==> src/hdl/rec_params.svh <==
// Constants for the regulator enable-control register bank.
// Included by the design module and by the testbench; definitions only.
`ifndef REC_PARAMS_SVH
`define REC_PARAMS_SVH

// Seven-bit target address on the two-wire bus.
// The value is arbitrary and not tied to any real part.
`define REC_TARGET_ADDR 7'h5a

// Register pointers.
`define REC_OFS_ENABLE_CONTROL 8'h00
`define REC_OFS_VOUT_SETTING 8'h01

// Field positions in enable_control.
`define REC_BIT_SW_ENABLE 0
`define REC_BIT_PIN_SELECT 1

// Power-on defaults: pin control selected, lowest output voltage.
`define REC_RST_ENABLE_CONTROL 8'h02
`define REC_RST_VOUT_SETTING 8'h00

// Output voltage code: 600 mV plus 5 mV per step, 1280 mV at the top.
`define REC_VOUT_BASE_MV 600
`define REC_VOUT_STEP_MV 5
`define REC_VOUT_TOP_MV 1280
`define REC_VOUT_MAX_CODE 8'h88

// Bits per byte on the wire.
`define REC_BYTE_BITS 4'h8

`endif

==> src/hdl/rec_pkg.sv <==
// Types for the regulator enable-control register bank.
// Uses nothing from rec_params.svh; it includes no file.
package rec_pkg;

  // Software view of enable_control; upper bits are reserved.
  typedef struct packed {
    logic [5:0] reserved;
    logic pinSelect;
    logic swEnable;
  } rec_ctrl_t;

  // Two-wire target transaction phases.
  typedef enum logic [3:0] {
    REC_IDLE,
    REC_ADDR,
    REC_ADDR_ACK,
    REC_PTR,
    REC_PTR_ACK,
    REC_WDATA,
    REC_WDATA_ACK,
    REC_RDATA,
    REC_RDATA_ACK
  } rec_state_t;

endpackage

==> src/hdl/rec_enable_ctrl.sv <==
// Regulator enable-control register bank behind a two-wire target port.
// Assumes scl, sda and the enable pin are asynchronous to clock, the bus
// is far slower than clock, and sys_rst is the power-on reset.
`timescale 1ns/1ps
`include "rec_params.svh"

module rec_enable_ctrl
  import rec_pkg::*;
(
  input wire logic clock,
  input wire logic sys_rst,
  input wire logic scl,
  input wire logic sdaIn,
  output logic sdaOeN,
  input wire logic enablePin,
  output logic regulatorOn,
  output logic [7:0] voutCode
);

  // Synchronisers: stage 1 feeds stage 2 only; stage 3, on scl and sda only (the pin has two stages), is the edge history.
  logic [2:0] sclSync_reg;
  logic [2:0] sdaSync_reg;
  logic [1:0] pinSync_reg;

  always_ff @(posedge clock) begin
    if (sys_rst) begin
      sclSync_reg <= 3'h7;
      sdaSync_reg <= 3'h7;
      pinSync_reg <= 2'h0;
    end else begin
      sclSync_reg <= {sclSync_reg[1:0], scl};
      sdaSync_reg <= {sdaSync_reg[1:0], sdaIn};
      pinSync_reg <= {pinSync_reg[0], enablePin};
    end
  end

  wire sclNow = sclSync_reg[1];
  wire sclOld = sclSync_reg[2];
  wire sdaNow = sdaSync_reg[1];
  wire sdaOld = sdaSync_reg[2];
  wire pinLevel = pinSync_reg[1];
  wire sclRise = sclNow & ~sclOld;
  wire sclFall = ~sclNow & sclOld;
  wire startSeen = sclNow & sclOld & sdaOld & ~sdaNow;
  wire stopSeen = sclNow & sclOld & ~sdaOld & sdaNow;

  rec_state_t state_reg;
  rec_state_t state_next;
  logic [7:0] shift_reg;
  logic [7:0] shift_next;
  logic [3:0] bitCnt_reg;
  logic [3:0] bitCnt_next;
  logic [7:0] ptr_reg;
  logic [7:0] ptr_next;
  logic readDir_reg;
  logic readDir_next;
  logic sdaLow_reg;
  logic sdaLow_next;
  logic masterAck_reg;
  logic masterAck_next;
  rec_ctrl_t ctrl_reg;
  rec_ctrl_t ctrl_next;
  logic [7:0] vout_reg;
  logic [7:0] vout_next;
  logic regOn_reg;

  // Register decode.
  wire byteDone = (bitCnt_reg == `REC_BYTE_BITS);
  wire addrMatch = (shift_reg[7:1] == `REC_TARGET_ADDR);
  wire hitCtrl = (ptr_reg == `REC_OFS_ENABLE_CONTROL);
  wire hitVout = (ptr_reg == `REC_OFS_VOUT_SETTING);
  // Unmapped pointers read as zero and swallow writes; they are still acked
  // so a block write that runs past the map does not stall the host.
  wire [7:0] readData = hitCtrl ? ctrl_reg :
                        hitVout ? vout_reg : 8'h00;
  // Codes above the top step would exceed 1.28 V, so they saturate.
  wire [7:0] voutClamped = (shift_reg > `REC_VOUT_MAX_CODE) ?
                           `REC_VOUT_MAX_CODE : shift_reg;
  wire rec_ctrl_t ctrlWritten = '{reserved: 6'h00,
                                  pinSelect: shift_reg[`REC_BIT_PIN_SELECT],
                                  swEnable: shift_reg[`REC_BIT_SW_ENABLE]};
  wire enableChoice = ctrl_reg.pinSelect ? pinLevel
                                         : ctrl_reg.swEnable;

  always_comb begin
    state_next = state_reg;
    shift_next = shift_reg;
    bitCnt_next = bitCnt_reg;
    ptr_next = ptr_reg;
    readDir_next = readDir_reg;
    sdaLow_next = sdaLow_reg;
    masterAck_next = masterAck_reg;
    ctrl_next = ctrl_reg;
    vout_next = vout_reg;
    if (startSeen) begin
      state_next = REC_ADDR;
      bitCnt_next = 4'h0;
      sdaLow_next = 1'b0;
    end else if (stopSeen) begin
      state_next = REC_IDLE;
      sdaLow_next = 1'b0;
    end else if (sclRise) begin
      case (state_reg)
        REC_ADDR, REC_PTR, REC_WDATA: begin
          shift_next = {shift_reg[6:0], sdaNow};
          bitCnt_next = bitCnt_reg + 4'h1;
        end
        REC_RDATA_ACK: masterAck_next = ~sdaNow;
        default: ;
      endcase
    end else if (sclFall) begin
      case (state_reg)
        REC_ADDR: begin
          if (byteDone) begin
            if (addrMatch) begin
              state_next = REC_ADDR_ACK;
              readDir_next = shift_reg[0];
              sdaLow_next = 1'b1;
            end else begin
              state_next = REC_IDLE;
            end
          end
        end
        REC_ADDR_ACK: begin
          if (readDir_reg) begin
            state_next = REC_RDATA;
            shift_next = readData;
            sdaLow_next = ~readData[7];
            bitCnt_next = 4'h1;
          end else begin
            state_next = REC_PTR;
            sdaLow_next = 1'b0;
            bitCnt_next = 4'h0;
          end
        end
        REC_PTR: begin
          if (byteDone) begin
            ptr_next = shift_reg;
            state_next = REC_PTR_ACK;
            sdaLow_next = 1'b1;
          end
        end
        REC_WDATA: begin
          if (byteDone) begin
            if (hitCtrl) begin
              ctrl_next = ctrlWritten;
            end
            if (hitVout) begin
              vout_next = voutClamped;
            end
            state_next = REC_WDATA_ACK;
            sdaLow_next = 1'b1;
          end
        end
        REC_PTR_ACK, REC_WDATA_ACK: begin
          if (state_reg == REC_WDATA_ACK) begin
            ptr_next = ptr_reg + 8'h01;
          end
          state_next = REC_WDATA;
          sdaLow_next = 1'b0;
          bitCnt_next = 4'h0;
        end
        REC_RDATA: begin
          if (byteDone) begin
            state_next = REC_RDATA_ACK;
            sdaLow_next = 1'b0;
            ptr_next = ptr_reg + 8'h01;
          end else begin
            shift_next = {shift_reg[6:0], 1'b0};
            sdaLow_next = ~shift_reg[6];
            bitCnt_next = bitCnt_reg + 4'h1;
          end
        end
        REC_RDATA_ACK: begin
          if (masterAck_reg) begin
            state_next = REC_RDATA;
            shift_next = readData;
            sdaLow_next = ~readData[7];
            bitCnt_next = 4'h1;
          end else begin
            state_next = REC_IDLE;
          end
        end
        default: state_next = REC_IDLE;
      endcase
    end
  end

  // Only power-on reset clears the bank; nothing survives it.
  always_ff @(posedge clock) begin
    if (sys_rst) begin
      state_reg <= REC_IDLE;
      shift_reg <= 8'h00;
      bitCnt_reg <= 4'h0;
      ptr_reg <= 8'h00;
      readDir_reg <= 1'b0;
      sdaLow_reg <= 1'b0;
      masterAck_reg <= 1'b0;
      ctrl_reg <= `REC_RST_ENABLE_CONTROL;
      vout_reg <= `REC_RST_VOUT_SETTING;
    end else begin
      state_reg <= state_next;
      shift_reg <= shift_next;
      bitCnt_reg <= bitCnt_next;
      ptr_reg <= ptr_next;
      readDir_reg <= readDir_next;
      sdaLow_reg <= sdaLow_next;
      masterAck_reg <= masterAck_next;
      ctrl_reg <= ctrl_next;
      vout_reg <= vout_next;
    end
  end

  // The regulator sees the voltage code continuously, so a host that
  // changes it while enabled gets a live step; disabling first avoids it.
  always_ff @(posedge clock) begin
    if (sys_rst) begin
      regOn_reg <= 1'b0;
      sdaOeN <= 1'b1;
      voutCode <= `REC_RST_VOUT_SETTING;
    end else begin
      regOn_reg <= enableChoice;
      sdaOeN <= ~sdaLow_next;
      voutCode <= vout_next;
    end
  end

  assign regulatorOn = regOn_reg;

endmodule

==> config.mk <==
export PLATFORM = sky130hd
export DESIGN_NAME = rec_enable_ctrl
export DESIGN_NICKNAME = d
export VERILOG_FILES = /design/src/hdl/rec_pkg.sv /design/src/hdl/rec_enable_ctrl.sv
export VERILOG_INCLUDE_DIRS = /design/src /design/src/hdl
export SDC_FILE = /design/constraint.sdc
export NUM_CORES = 1
export LEC_CHECK = 0
export ABC_AREA = 1
export BUFFER_PORTS_ARGS = -buffer_cell sky130_fd_sc_hd__buf_2
export CORE_ASPECT_RATIO = 1.2
export CORE_UTILIZATION = 25
export DETAILED_ROUTE_END_ITERATION = 7
export GPL_TIMING_DRIVEN = 1
export PLACE_DENSITY = 0.5
export SLEW_MARGIN = 20
export SYNTH_ARGS = -nofsm -noshare
export SYNTH_HDL_FRONTEND = slang
export SYNTH_SLANG_ARGS = --single-unit
==> constraint.sdc <==
create_clock -name clock -period 2.2 [get_ports clock]
set_input_delay 0.11 -clock clock [delete_from_list [all_inputs] [get_ports clock]]
set_output_delay 0.11 -clock clock [all_outputs]
set_load 0.05 [all_outputs]
# After elaboration in Yosys (flattened, before gate mapping)
# Cells that the tools add are included.
op_classes:
  reduce_logical: 20
  div_mod_pow: 0
  magnitude_cmp: 1
  n_eq_ne: 25
  add_sub_neg: 2
  mul: 0
  muxes: 45
  n_shift: 0
  n_bitwise: 17
ops:
  columns: ["op", "n"]
  rows:
  - ["$mux 8", 12]
  - ["$pmux 8 s3", 2]
  - ["$mux 4", 9]
  - ["$pmux 4 s7", 1]
  - ["$reduce_and 7->1", 3]
  - ["$reduce_and 6->1", 3]
  - ["$eq 4x3->1 const B", 4]
  - ["$mux 1", 16]
  - ["$ne 4x4->1 const B", 4]
  - ["$pmux 4 s4", 1]
  - ["$reduce_and 8->1", 2]
  - ["$ne 2x2->1 const B", 5]
  - ["$not 1->1", 10]
  - ["$ne 3x3->1 const B", 3]
  - ["$add 8x1->8 const B", 1]
  - ["$eq 4x2->1 const B", 2]
  - ["$eq 4x4->1 const B", 2]
  - ["$eq 8x1->1 const B", 1]
  - ["$gt 8x8->1 const B", 1]
  - ["$logic_not 8->1", 1]
  - ["$and 1x1->1", 7]
  - ["$eq 7x7->1 const B", 1]
  - ["$mux 3", 2]
  - ["$pmux 1 s6", 1]
  - ["other kinds (12)", 16]
totals:
  latchBits: 0
  ram_bits: 0
  regBits: 47
  n_memories: 0
  inputBits: 5
  rom_bits: 0

# Depth between registers and ports, before layout
# Gate-level depths: netlist (run 1).
logic_depth:
  depth_word: 11
  mapped_depth: 13
  mapped_depth_nobuf: 11

# Worst setup path after synthesis (run 1)
# No wires, ideal clock.
synth_timing:
  kind: "register -> register"
  startpoint: "register sclSync_reg[2]"
  endpoint: "register shift_reg[0]"
  stages_incl_launch_ff: 11
  path_buffers: 1
  path_slack_ns: 0.690
  arrival_ns: 1.397
  setup_time_ns: 0.113
  period_less_slack_ns: 1.510
  cell_sequence: "dfxtp_1 inv_1 ha_1 buf_4 inv_1 nand4_1 nand2_1 nor2_1 nand2_1 nor2_1 nor2_1"
synth_between:
  elab_chain_len: 5
synth_lines:
  columns: ["item", "line", "text"]
  rows:
  - ["from (decl)", "rec_enable_ctrl.sv:21", "logic [2:0] sclSync_reg;"]
  - ["from (signal assigned)", "rec_enable_ctrl.sv:31", "sclSync_reg <= {sclSync_reg[1:0], scl};"]
  - ["$and 1x1->1", "rec_enable_ctrl.sv:44, rec_enable_ctrl.sv:45", null]
  - ["$and 1x1->1, on equally long branches (2 in a row)", "rec_enable_ctrl.sv:45, rec_enable_ctrl.sv:44", null]
  - ["$not 1->1 (no source line)", null, null]
  - ["$reduce_and 8->1 (no source line)", null, null]
  - ["to (signal assigned)", "rec_enable_ctrl.sv:203", "shift_reg <= shift_next;"]
  - ["to (decl)", "rec_enable_ctrl.sv:49", "logic [7:0] shift_reg;"]
# Several ways; a longest one is shown, not always the timed one.
# A chain may end at the register's enable or synchronous reset.

# Worst setup path in the final report (run 1)
layout_timing:
  startpoint: "register sclSync_reg[1]"
  endpoint: "register shift_reg[1]"
# The elaborated chain is that of the path after synthesis.

==> key figures, run 1 <==
Run status
  • Outcome: complete, no violations

Synthesis
  • Async SR Flop Fraction: 0%
  • Top-area cell type share of the netlist area: 33.97%
  • Synthesis Warnings: 0
  • Syn Nets: between 400 and 500
  • Avg Cell Area, Syn: between 6 and 7 sq um
  • Post-synth top cells: nand2_1 (110), nor2_1 (89), dfxtp_1 (47)
  • Synth Instances: 439
  • EDFF count, synth: 0
  • Yosys reg bits: 47
  • Dominant cells by area after synthesis: dfxtp_1 (34%), nand2_1 (15%), nor2_1 (12%)
  • Library cells used by synthesis: 30
  • Count leader, synth: nand2_1
  • Top FF cell, synth: dfxtp_1
  • Yosys top cell by area: dfxtp_1
  • Post-synthesis sequential area ratio: about a third
  • Synth Cell Area: around 2800 sq um

CTS
  • Setup repair bufs after CTS: 0
  • Worst-path clk slew: 0.07 ns
  • Clock buffer depth: 2
  • CTS tree: yes
  • Htree depth: 2
  • Worst-Skew Late Latency: just under 0.3 ns
  • Total CTS buffers: 5
  • Clk sink count: 47
  • CTS Root Cell: clkbuf_16

Power and ir drop
  • Leakage: roughly 0.0015 uW
  • Seq pwr share: 46.7%
  • Gate power share: 6.5%
  • Total power: between 1500 and 2000 uW
  • Clock share of power: between 40% and 50%
  • Int Pwr: 1439 uW
  • PD cells: 591.9 nW/um^2
  • Sw Share: between 20% and 30%
  • Peak VDD IR: 0.0002645 V
  • Switching pwr: 436.1 uW

Floorplan
  • Die ar.: about 12000 sq um
  • Row cnt: 41
  • Core region area: 10670 sq um
  • I/O pin cnt: 15
  • Die height: 117.3 microns
  • Die width: approximately 100 microns
  • Starting Density: about a quarter

Global routing
  • GR met2 Demand/Resource: 25.35%
  • Met3 GRT Util: 2.324%
  • Grt peak-use layer: met2
  • Total Routing Usage GR: around 14%
  • Total gr overflow: 0
  • Met1 Use GR: roughly 16%
  • Number of global-route vias before repair: roughly 2700
  • First-pass GRT wire length: around 13 mm
  • Initial antenna violation count: 0
  • Largest net degree at the start of global routing: 18

Drt
  • DRT Pass-1 Iters: 4
  • Routed wire length: 7.650 mm
  • Initial DRC count: 95
  • Drt via density: about 4.7
  • DR DRC count: 0
  • Detail Route Antenna Nets: 0
  • Post-DR wirelength/cell: 13.01 microns
  • Routed via count: 2739

Final layout
  • Fillcell total: 1214
  • Synthesis-to-finish area growth: 14.36%
  • Fin util: ~30%
  • N_diodes: 0
  • FF/Latch Area: ~940 sq um
  • Share of layout cells above drive strength 1: 10.89%
  • Area of the multi-input gates: around 1600 sq um
  • Final #Nets: 471
  • Final cell count without fillers: 588

STA
  • Max_slew headroom: 65.63%
  • Final Hold Vio Count: 0
  • Final setup fails: 0
  • Post-route clock period utilization: 87.46%
  • Fmax: 519.7 MHz
  • Slew Limit Fails: 0
  • Tmin final: just under 2 ns
  • Worst-Margin Slew: around 0.51 ns
  • Setup Skew: between 0.007 and 0.008 ns
  • RSZ-0062 raised after global routing: false
  • Worst hold slack: ~0.021 ns
  • Setup tns final: 0 ns

Place
  • Dpl cells: 578
  • DPL Wire Length: 5.775 mm
  • GP Congestion: approximately 0.87
  • Port Buffers: 14

Setup path
  • R2r setup slk: 0.28 ns
  • Startpoint types: flip-flop
  • Worst endpoint required time: between 2 and 2.5 ns
  • CP Capture Type: flip-flop
  • FF-to-FF End: shift_reg[1]
  • Crit path kind: reg -> reg
  • Critical Path Fanout Max: 8
  • FF-to-FF Start: sclSync_reg[1]
  • R2R cell count: 9
  • CP arrival: about 2.2 ns

Worst hold path
  • Hold Path Depth: 3
  • HP Class: in -> reg
  • Worst hold path startpoint: enablePin
  • Worst hold path endpoint: pinSync_reg[0]

Run
  • Max-Cap Viols: 0
-- per-stage QoR --
stage	area [sq um]	worst slack, ns
finish	3168	0.2759
global route	3168	0.04866
detailed placement	2974	0.1735
floorplan	2770	0.6903
global placement	2974	0.1710
CTS	3163	0.1562
-- cell usage in the layout (no fill, tap or decap), types with 2 or more instances in the layout --
master / Yosys / final
ha_1: 8 / 8
inv_1: 44 / 44
nand2_1: 110 / 110
or2_2: 5 / 5
dlygate4sd3_1: 0 / 2
nand3_2: 3 / 3
xnor2_1: 2 / 2
nor2_4: 2 / 3
nor2_2: 6 / 5
buf_2: 1 / 14
o21ai_0: 26 / 26
nand2_4: 2 / 2
nand3_1: 39 / 39
nand2_2: 3 / 3
dfxtp_1: 47 / 47
buf_4: 2 / 3
clkbuf_16: 0 / 5
nand4_1: 6 / 6
nor2_1: 89 / 89
o22ai_1: 2 / 2
a21oi_1: 24 / 24
inv_2: 2 / 2
clkinv_2: 1 / 2
nor3_1: 5 / 5
-- power groups by stage --
stage               clock network (uW)  logic (uW)  registers (uW)
floorplan                            0        86.8             896
global placement                     0         120             896
detailed placement                   0         120             896
CTS                                898         123             876
global route                       927         139             878
finish                             876         123             876
-- layer usage --
layer	share of wire, %	routed length (microns)
met3	3.7	284
met1	45	3411
met2	50	3845
met4	1.4	108
met5	0	0
-- cell families after synthesis --
group	after synthesis	share of synthesized area, %
compound gates	56	10.43
buf+inv	54	8.220
flops	47	33.97
fa+ha+maj	8	3.614
simple gates	272	43.14
xor+xnor	2	0.6325
-- area by class of cell --
type / count / area share, %
Multi-Input combinational cell: 338 / 50.71
Clock inverter: 3 / 1.382
Tap cell: 129 / 5.095
Inverter: 47 / 5.608
Clock buffer: 5 / 3.949
Sequential cell: 47 / 29.70
Timing Repair Buffer: 19 / 3.555
-- worst max path at each step --
stage | startpoint | to | slack, ns | cells after the start
finish | sclSync_reg[1] | shift_reg[1] | 0.28 | 9
global route | sclSync_reg[2] | shift_reg[0] | 0.05 | 10
CTS | sclSync_reg[1] | ptr_reg[1] | 0.16 | 9
detailed placement | sclSync_reg[1] | ptr_reg[1] | 0.17 | 9
global placement | sclSync_reg[1] | ptr_reg[3] | 0.17 | 9
floorplan | sclSync_reg[2] | shift_reg[0] | 0.69 | 10
-- worst max-delay path, cell delays in order, from the launching register on --
cell     delay, ns
dfxtp_1       0.36
ha_1          0.40
inv_1         0.20
nand4_1       0.17
nand2_1       0.07
nor2_1        0.27
nand2_1       0.16
nand2_1       0.09
nand2_1       0.05
nor2_1        0.10
-- what timing repair did --
| action | in CTS | in global routing |
|---|---|---|
| hold buffers | 2 | 0 |
| endpoints found under the setup margin | 0 | 3 |
| hold endpoints to repair | 2 | 0 |
| gates resized for setup | 0 | 1 |
Note: power is estimated with default switching activity, not from simulation.
==> run 2: changes to the inputs <==
Settings changed: SETUP_SLACK_MARGIN set to 0.4.
==> run 2 against run 1 <==
Non-clock buffer count rose by 5; worst setup slack gained 0.24 ns; final area grew 4.1%; total power grew 0.60%; routed wire length up 1.2%; sequential share of layout area shrank 1.1 points; global-route usage about the same; register-to-register slack better by 0.24 ns; die area did not move; critical path type unchanged; clock power about the same; worst hold slack about the same; sequential power barely moved.
==> key figures, run 2 (same netlist as run 1, synthesis figures left out) <==
Drt
  • Routed via count: 2761 (was 2739)
  • Initial DRC count: 116 (was 95)
  • Routed wire length: 7.739 mm (was 7.650 mm)
  • DRT Pass-1 Iters: 4 (unchanged)
  • DR DRC count: 0 (unchanged)
  • Detail Route Antenna Nets: 0 (unchanged)
  • Drt via density: 4.656 (was 4.658)
  • Post-DR wirelength/cell: 13.05 microns (was 13.01 microns)

Power and ir drop
  • Seq pwr share: 46.5% (was 46.7%)
  • Int Pwr: 1444 uW (was 1439 uW)
  • Clock share of power: 46.5% (was 46.7%)
  • Leakage: 0.001482 uW (was 0.001456 uW)
  • Gate power share: 7.0% (was 6.5%)
  • Total power: 1887 uW (was 1875 uW)
  • Peak VDD IR: 0.0002659 V (was 0.0002645 V)
  • Switching pwr: 442.7 uW (was 436.1 uW)
  • Sw Share: 23.46% (was 23.25%)
  • PD cells: 572.0 nW/um^2 (was 591.9 nW/um^2)

STA
  • Max_slew headroom: 65.27% (was 65.63%)
  • Fmax: 593.0 MHz (was 519.7 MHz)
  • Final Hold Vio Count: 0 (unchanged)
  • Setup WS post-layout: 0.5138 ns (was 0.2759 ns)
  • Post-route clock period utilization: 76.65% (was 87.46%)
  • Tmin final: 1.686 ns (was 1.924 ns)
  • Worst-Margin Slew: 0.5175 ns (was 0.5121 ns)
  • Slew Limit Fails: 0 (unchanged)
  • RSZ-0062 raised after global routing: true (was false)
  • Final setup fails: 0 (unchanged)
  • Setup tns final: 0 ns (unchanged)
  • Setup Skew: 0.008890 ns (was 0.007603 ns)

Final layout
  • N_diodes: 0 (unchanged)
  • Final #Nets: 476 (was 471)
  • Commonest non-fill, non-tap cell in the layout: nand2_1 (unchanged)
  • Share of layout cells above drive strength 1: 15.30% (was 10.89%)
  • Fillcell total: 1210 (was 1214)
  • Final Instance Area: 3298 sq um (was 3168 sq um)
  • Synthesis-to-finish area growth: 19.06% (was 14.36%)
  • Most frequent cells in the layout: nand2_1 (108), nor2_1 (85), dfxtp_1 (46) (was nand2_1 (110), nor2_1 (89), dfxtp_1 (47))

CTS
  • Clk sink count: 47 (unchanged)
  • Worst-Skew Late Latency: 0.29 ns (about the same)
  • Clock buffer depth: 2 (unchanged)
  • CTS Root Cell: clkbuf_16 (unchanged)
  • Htree depth: 2 (unchanged)
  • Total CTS buffers: 5 (unchanged)
  • CTS tree: yes (unchanged)
  • Worst-path clk slew: 0.07 ns (about the same)

Global routing
  • Initial antenna violation count: 0 (unchanged)
  • Largest net degree at the start of global routing: 18 (unchanged)
  • Total Routing Usage GR: 13.80% (was 13.77%)
  • Total gr overflow: 0 (unchanged)
  • Number of global-route vias before repair: 2669 (was 2675)
  • First-pass GRT wire length: 12.89 mm (was 12.86 mm)

Floorplan
  • Starting Density: 25.96% (unchanged)
  • Die ar.: 11510 sq um (unchanged)
  • Die width: 98.09 microns (unchanged)
  • Core region area: 10670 sq um (unchanged)
  • I/O pin cnt: 15 (unchanged)
  • Die height: 117.3 microns (unchanged)
  • Row cnt: 41 (unchanged)

Setup path
  • Critical Path Fanout Max: 6 (was 8)
  • Crit path kind: reg -> reg (unchanged)
  • CP arrival: 1.86 ns (was 2.15 ns)
  • Startpoint types: flip-flop (unchanged)
  • CP Capture Type: flip-flop (unchanged)
  • Worst endpoint required time: 2.38 ns (was 2.42 ns)

Place
  • Placement Cell Area: 2974 sq um (unchanged)
  • GP Congestion: 0.8708 (unchanged)
  • Pre-CTS WS: 0.1735 ns (unchanged)
  • Port Buffers: 14 (unchanged)
  • DPL Wire Length: 5.775 mm (unchanged)

Run
  • Max-Cap Viols: 0 (unchanged)

Worst hold path
  • HP Class: in -> reg (unchanged)

Run status
  • Outcome: complete, no violations (unchanged)
-- run 2: changes by cell type in the layout (fill, tap and decap cells not counted), moves of 2 or more --
cell	before	now
buf_4	3	7
nand3_1	39	35
nand2_1	110	108
nand3_2	3	7
nor2_1	89	85
nor2_4	3	6
inv_1	44	41
-- run 2: through the flow --
| stage | hold slack [ns] | utilization, % | std cells |
|---|---|---|---|
| after floorplan | 0.1791 | - | 439 |
| after global placement | 0.2931 | 27.87 | 578 |
| after detailed placement | 0.2962 | 27.87 | 578 |
| after CTS | 0.02485 | 29.81 | 589 |
| after global routing | 0.04431 | 30.91 | 593 |
| final | 0.02132 | 30.91 | 593 |
-- run 2: path summary, 6_finish.rpt --
path / from / to / slack (ns) / cells after the start
max: sclSync_reg[1] / ptr_reg[1] / 0.51 / 9
min: enablePin / pinSync_reg[0] / 0.02 / 3
max reg2reg: sclSync_reg[1] / ptr_reg[1] / 0.51 / 9
min reg2reg: pinSync_reg[0] / pinSync_reg[1] / 0.40 / 2
-- run 2: power groups by stage --
stage,Sequential (uW),Clock [uW],Combinational [uW]
2_1_floorplan,896,0,86.8
3_3_place_gp,896,0,120
3_5_place_dp,896,0,120
4_1_cts,876,898,124
5_1_grt,878,927,149
6_report,877,877,133
-- run 2: routing by layer --
layer / GRT usage [%] / share of wire [%]
met1: 15.90 / 44
met2: 25.62 / 51
met3: 2.265 / 3.1
met4: 4.167 / 1.5
met5: 0 / 0
-- run 2: cell type report --
type	instances	area [sq um]	area share, %
multi-input cells	338	1679	50.91
flip-flops and latches	47	942.2	28.57
inverters	47	183.9	5.577
repair buffers	24	162.7	4.932
well taps	129	161.4	4.894
clock buffers	5	125.1	3.794
clock inverters	3	43.79	1.328
-- run 2: critical path, cell delays in order, from the launching register on --
cell and delay [ns]:
dfxtp_1 0.41, ha_1 0.23, nand3_2 0.18, nand2_4 0.15, inv_4 0.06, nand3_1 0.13, nor2_4 0.07, buf_4 0.13
o21ai_0 0.14, nor2_1 0.06
-- run 2: what timing repair did --
item                                    4_1_cts  5_1_grt
setup buffers                                 1        4
resized for setup                             5       18
endpoints found under the setup margin       26       32
hold buffers                                  2        0
endpoints found under the hold margin         2        0
pin swaps                                     1        3
==> run 3: changes to the inputs <==
Clock period 2.2 ns to 1.76 ns, I/O delays scaled along.
==> run 3 against run 2 <==
The run now ends with DRC left; clock skew shrank 0.0059 ns; final area is 20% higher; die area stayed put; critical path type unchanged; highest routed layer unchanged.
==> key figures, run 3 (same netlist as run 1, synthesis figures left out) <==
Floorplan
  • Die ar.: 11510 sq um (unchanged)
  • Die width: 98.09 microns (unchanged)
  • Starting Density: 25.96% (unchanged)
  • I/O pin cnt: 15 (unchanged)
  • Die height: 117.3 microns (unchanged)
  • Row cnt: 41 (unchanged)
  • Core region area: 10670 sq um (unchanged)

Power and ir drop
  • Peak VDD IR: 0.0003875 V (was 0.0002659 V)
  • Leakage: 0.001721 uW (was 0.001482 uW)
  • PD cells: 579.3 nW/um^2 (was 572.0 nW/um^2)
  • Total power: 2295 uW (was 1887 uW)

STA
  • Setup Skew: 0.002957 ns (was 0.008890 ns)
  • RSZ-0062 raised after global routing: true (unchanged)
  • Setup tns final: 0 ns (unchanged)
  • Final Hold Vio Count: 0 (unchanged)
  • Post-route clock period utilization: 88.01% (was 76.65%)
  • Slew Limit Fails: 0 (unchanged)
  • Final setup fails: 0 (unchanged)
  • Tmin final: 1.549 ns (was 1.686 ns)
  • Worst hold slack: 0.01466 ns (was 0.02132 ns)
  • Fmax: 645.6 MHz (was 593.0 MHz)
  • Worst-Margin Slew: 0.3961 ns (was 0.5175 ns)
  • Max_slew headroom: 73.59% (was 65.27%)

Setup path
  • Crit path from: bitCnt_reg[1] (was sclSync_reg[1])
  • FF-to-FF Start: bitCnt_reg[1] (was sclSync_reg[1])
  • Worst endpoint required time: 1.98 ns (was 2.38 ns)
  • Setup crit end: voutCode[0] (was ptr_reg[1])
  • Startpoint types: flip-flop (unchanged)
  • R2R cell count: 9 (unchanged)
  • R2r setup slk: 0.21 ns (was 0.51 ns)
  • Critical Path Fanout Max: 6 (unchanged)
  • Crit path kind: reg -> reg (unchanged)
  • CP Capture Type: flip-flop (unchanged)
  • CP arrival: 1.77 ns (was 1.86 ns)
  • FF-to-FF End: voutCode[0] (was ptr_reg[1])

Drt
  • DRT Pass-1 Iters: 6 (was 4)
  • Routed wire length: 8.580 mm (was 7.739 mm)
  • DR DRC count: 1 (was 0)
  • Drt via density: 4.819 (was 4.656)
  • Detail Route Antenna Nets: 0 (unchanged)
  • Initial DRC count: 133 (was 116)
  • Post-DR wirelength/cell: 13.75 microns (was 13.05 microns)
  • Routed via count: 3007 (was 2761)

Final layout
  • Share of layout cells above drive strength 1: 36.97% (was 15.30%)
  • Final Instance Area: 3963 sq um (was 3298 sq um)
  • Final #Nets: 507 (was 476)
  • Most frequent cells in the layout: nand2_1 (90), nor2_1 (78), dfxtp_1 (35) (was nand2_1 (108), nor2_1 (85), dfxtp_1 (46))
  • N_diodes: 0 (unchanged)
  • Synthesis-to-finish area growth: 43.04% (was 19.06%)
  • Commonest non-fill, non-tap cell in the layout: nand2_1 (unchanged)

Run status
  • Outcome: finished, violations left (was complete, no violations)
  • Failing checks: DRC

Global routing
  • Total gr overflow: 0 (unchanged)
  • Total Routing Usage GR: 14.90% (was 13.80%)
  • Largest net degree at the start of global routing: 22 (was 18)
  • Initial antenna violation count: 0 (unchanged)
  • Number of global-route vias before repair: 2877 (was 2669)
  • First-pass GRT wire length: 13.74 mm (was 12.89 mm)

Place
  • GP Congestion: 0.8902 (was 0.8708)
  • Port Buffers: 14 (unchanged)
  • DPL Wire Length: 5.959 mm (was 5.775 mm)
  • Placement Cell Area: 3118 sq um (was 2974 sq um)

Run
  • Max-Cap Viols: 0 (unchanged)

CTS
  • Worst-path clk slew: 0.07 ns (about the same)
  • CTS tree: yes (unchanged)
  • Total CTS buffers: 5 (unchanged)
  • CTS Root Cell: clkbuf_16 (unchanged)
  • Worst-Skew Late Latency: 0.28 ns (was 0.29 ns)
  • Clk sink count: 47 (unchanged)
  • Clock buffer depth: 2 (unchanged)
  • Htree depth: 2 (unchanged)

Worst hold path
  • HP Class: in -> reg (unchanged)
-- run 3: critical path, cell delays in order (launching register included) --
cell	delay, ns
dfxtp_2	0.33
inv_2	0.07
ha_4	0.15
nand2_1	0.05
nor2_1	0.13
buf_4	0.18
nand3_4	0.08
nor2_4	0.25
nand3_2	0.12
a21oi_2	0.12
-- run 3: what timing repair did --
| action | 4_1_cts | 5_1_grt |
|---|---|---|
| setup buffers | 13 | 10 |
| gates resized for setup | 93 | 41 |
| gates cloned | 0 | 0 |
| hold buffers | 2 | 0 |
| endpoints found under the hold margin | 2 | 0 |
| pin swaps | 26 | 31 |
| setup endpoints to repair | 38 | 38 |
-- run 3: metal layers --
layer  global-route usage, %  share of wire (%)  wire length [microns]  vias to the layer above
met1                   16.65                 42                   3634                     1407
met3                   2.622                2.7                    231                       18
met5                       0                  0                      0                        -
li1                        -                  -                      -                     1518
met4                   6.061                2.8                    240                        0
met2                   27.42                 52                   4473                       64
-- run 3: worst min-delay path by stage --
| stage | startpoint | end | cells after the start |
|---|---|---|---|
| final | enablePin | pinSync_reg[0] | 3 |
| after floorplan | sys_rst | voutCode[0] | 1 |
| after global placement | scl | sclSync_reg[0] | 2 |
| after CTS | enablePin | pinSync_reg[0] | 3 |
| after detailed placement | scl | sclSync_reg[0] | 2 |
| after global routing | enablePin | pinSync_reg[0] | 3 |
-- run 3: layout make-up --
type,instances,area (sq um)
multi-input cells,338,2068
flip-flops and latches,47,968.4
inverters,47,190.2
clock buffers,5,125.1
well taps,129,161.4
repair buffers,55,426.7
fillers,1102,6708
clock inverters,3,22.52
-- run 3: where the power goes --
group / total [uW] / switching, uW / internal (uW)
Combinational: 223 / 140 / 83.3
Sequential: 1100 / 19.9 / 1080
Clock: 977 / 442 / 535
Total: 2300 / 602 / 1690
-- run 3: stage by stage --
| step | cells | util, % | setup WS [ns] |
|---|---|---|---|
| 2_1_floorplan | 439 | - | 0.3640 |
| 6_report | 624 | 37.14 | 0.2111 |
| 4_1_cts | 614 | 34.96 | 0.2366 |
| 5_1_grt | 624 | 37.14 | 0.1136 |
| 3_3_place_gp | 591 | 29.22 | -0.03355 |
| 3_5_place_dp | 591 | 29.22 | -0.01095 |
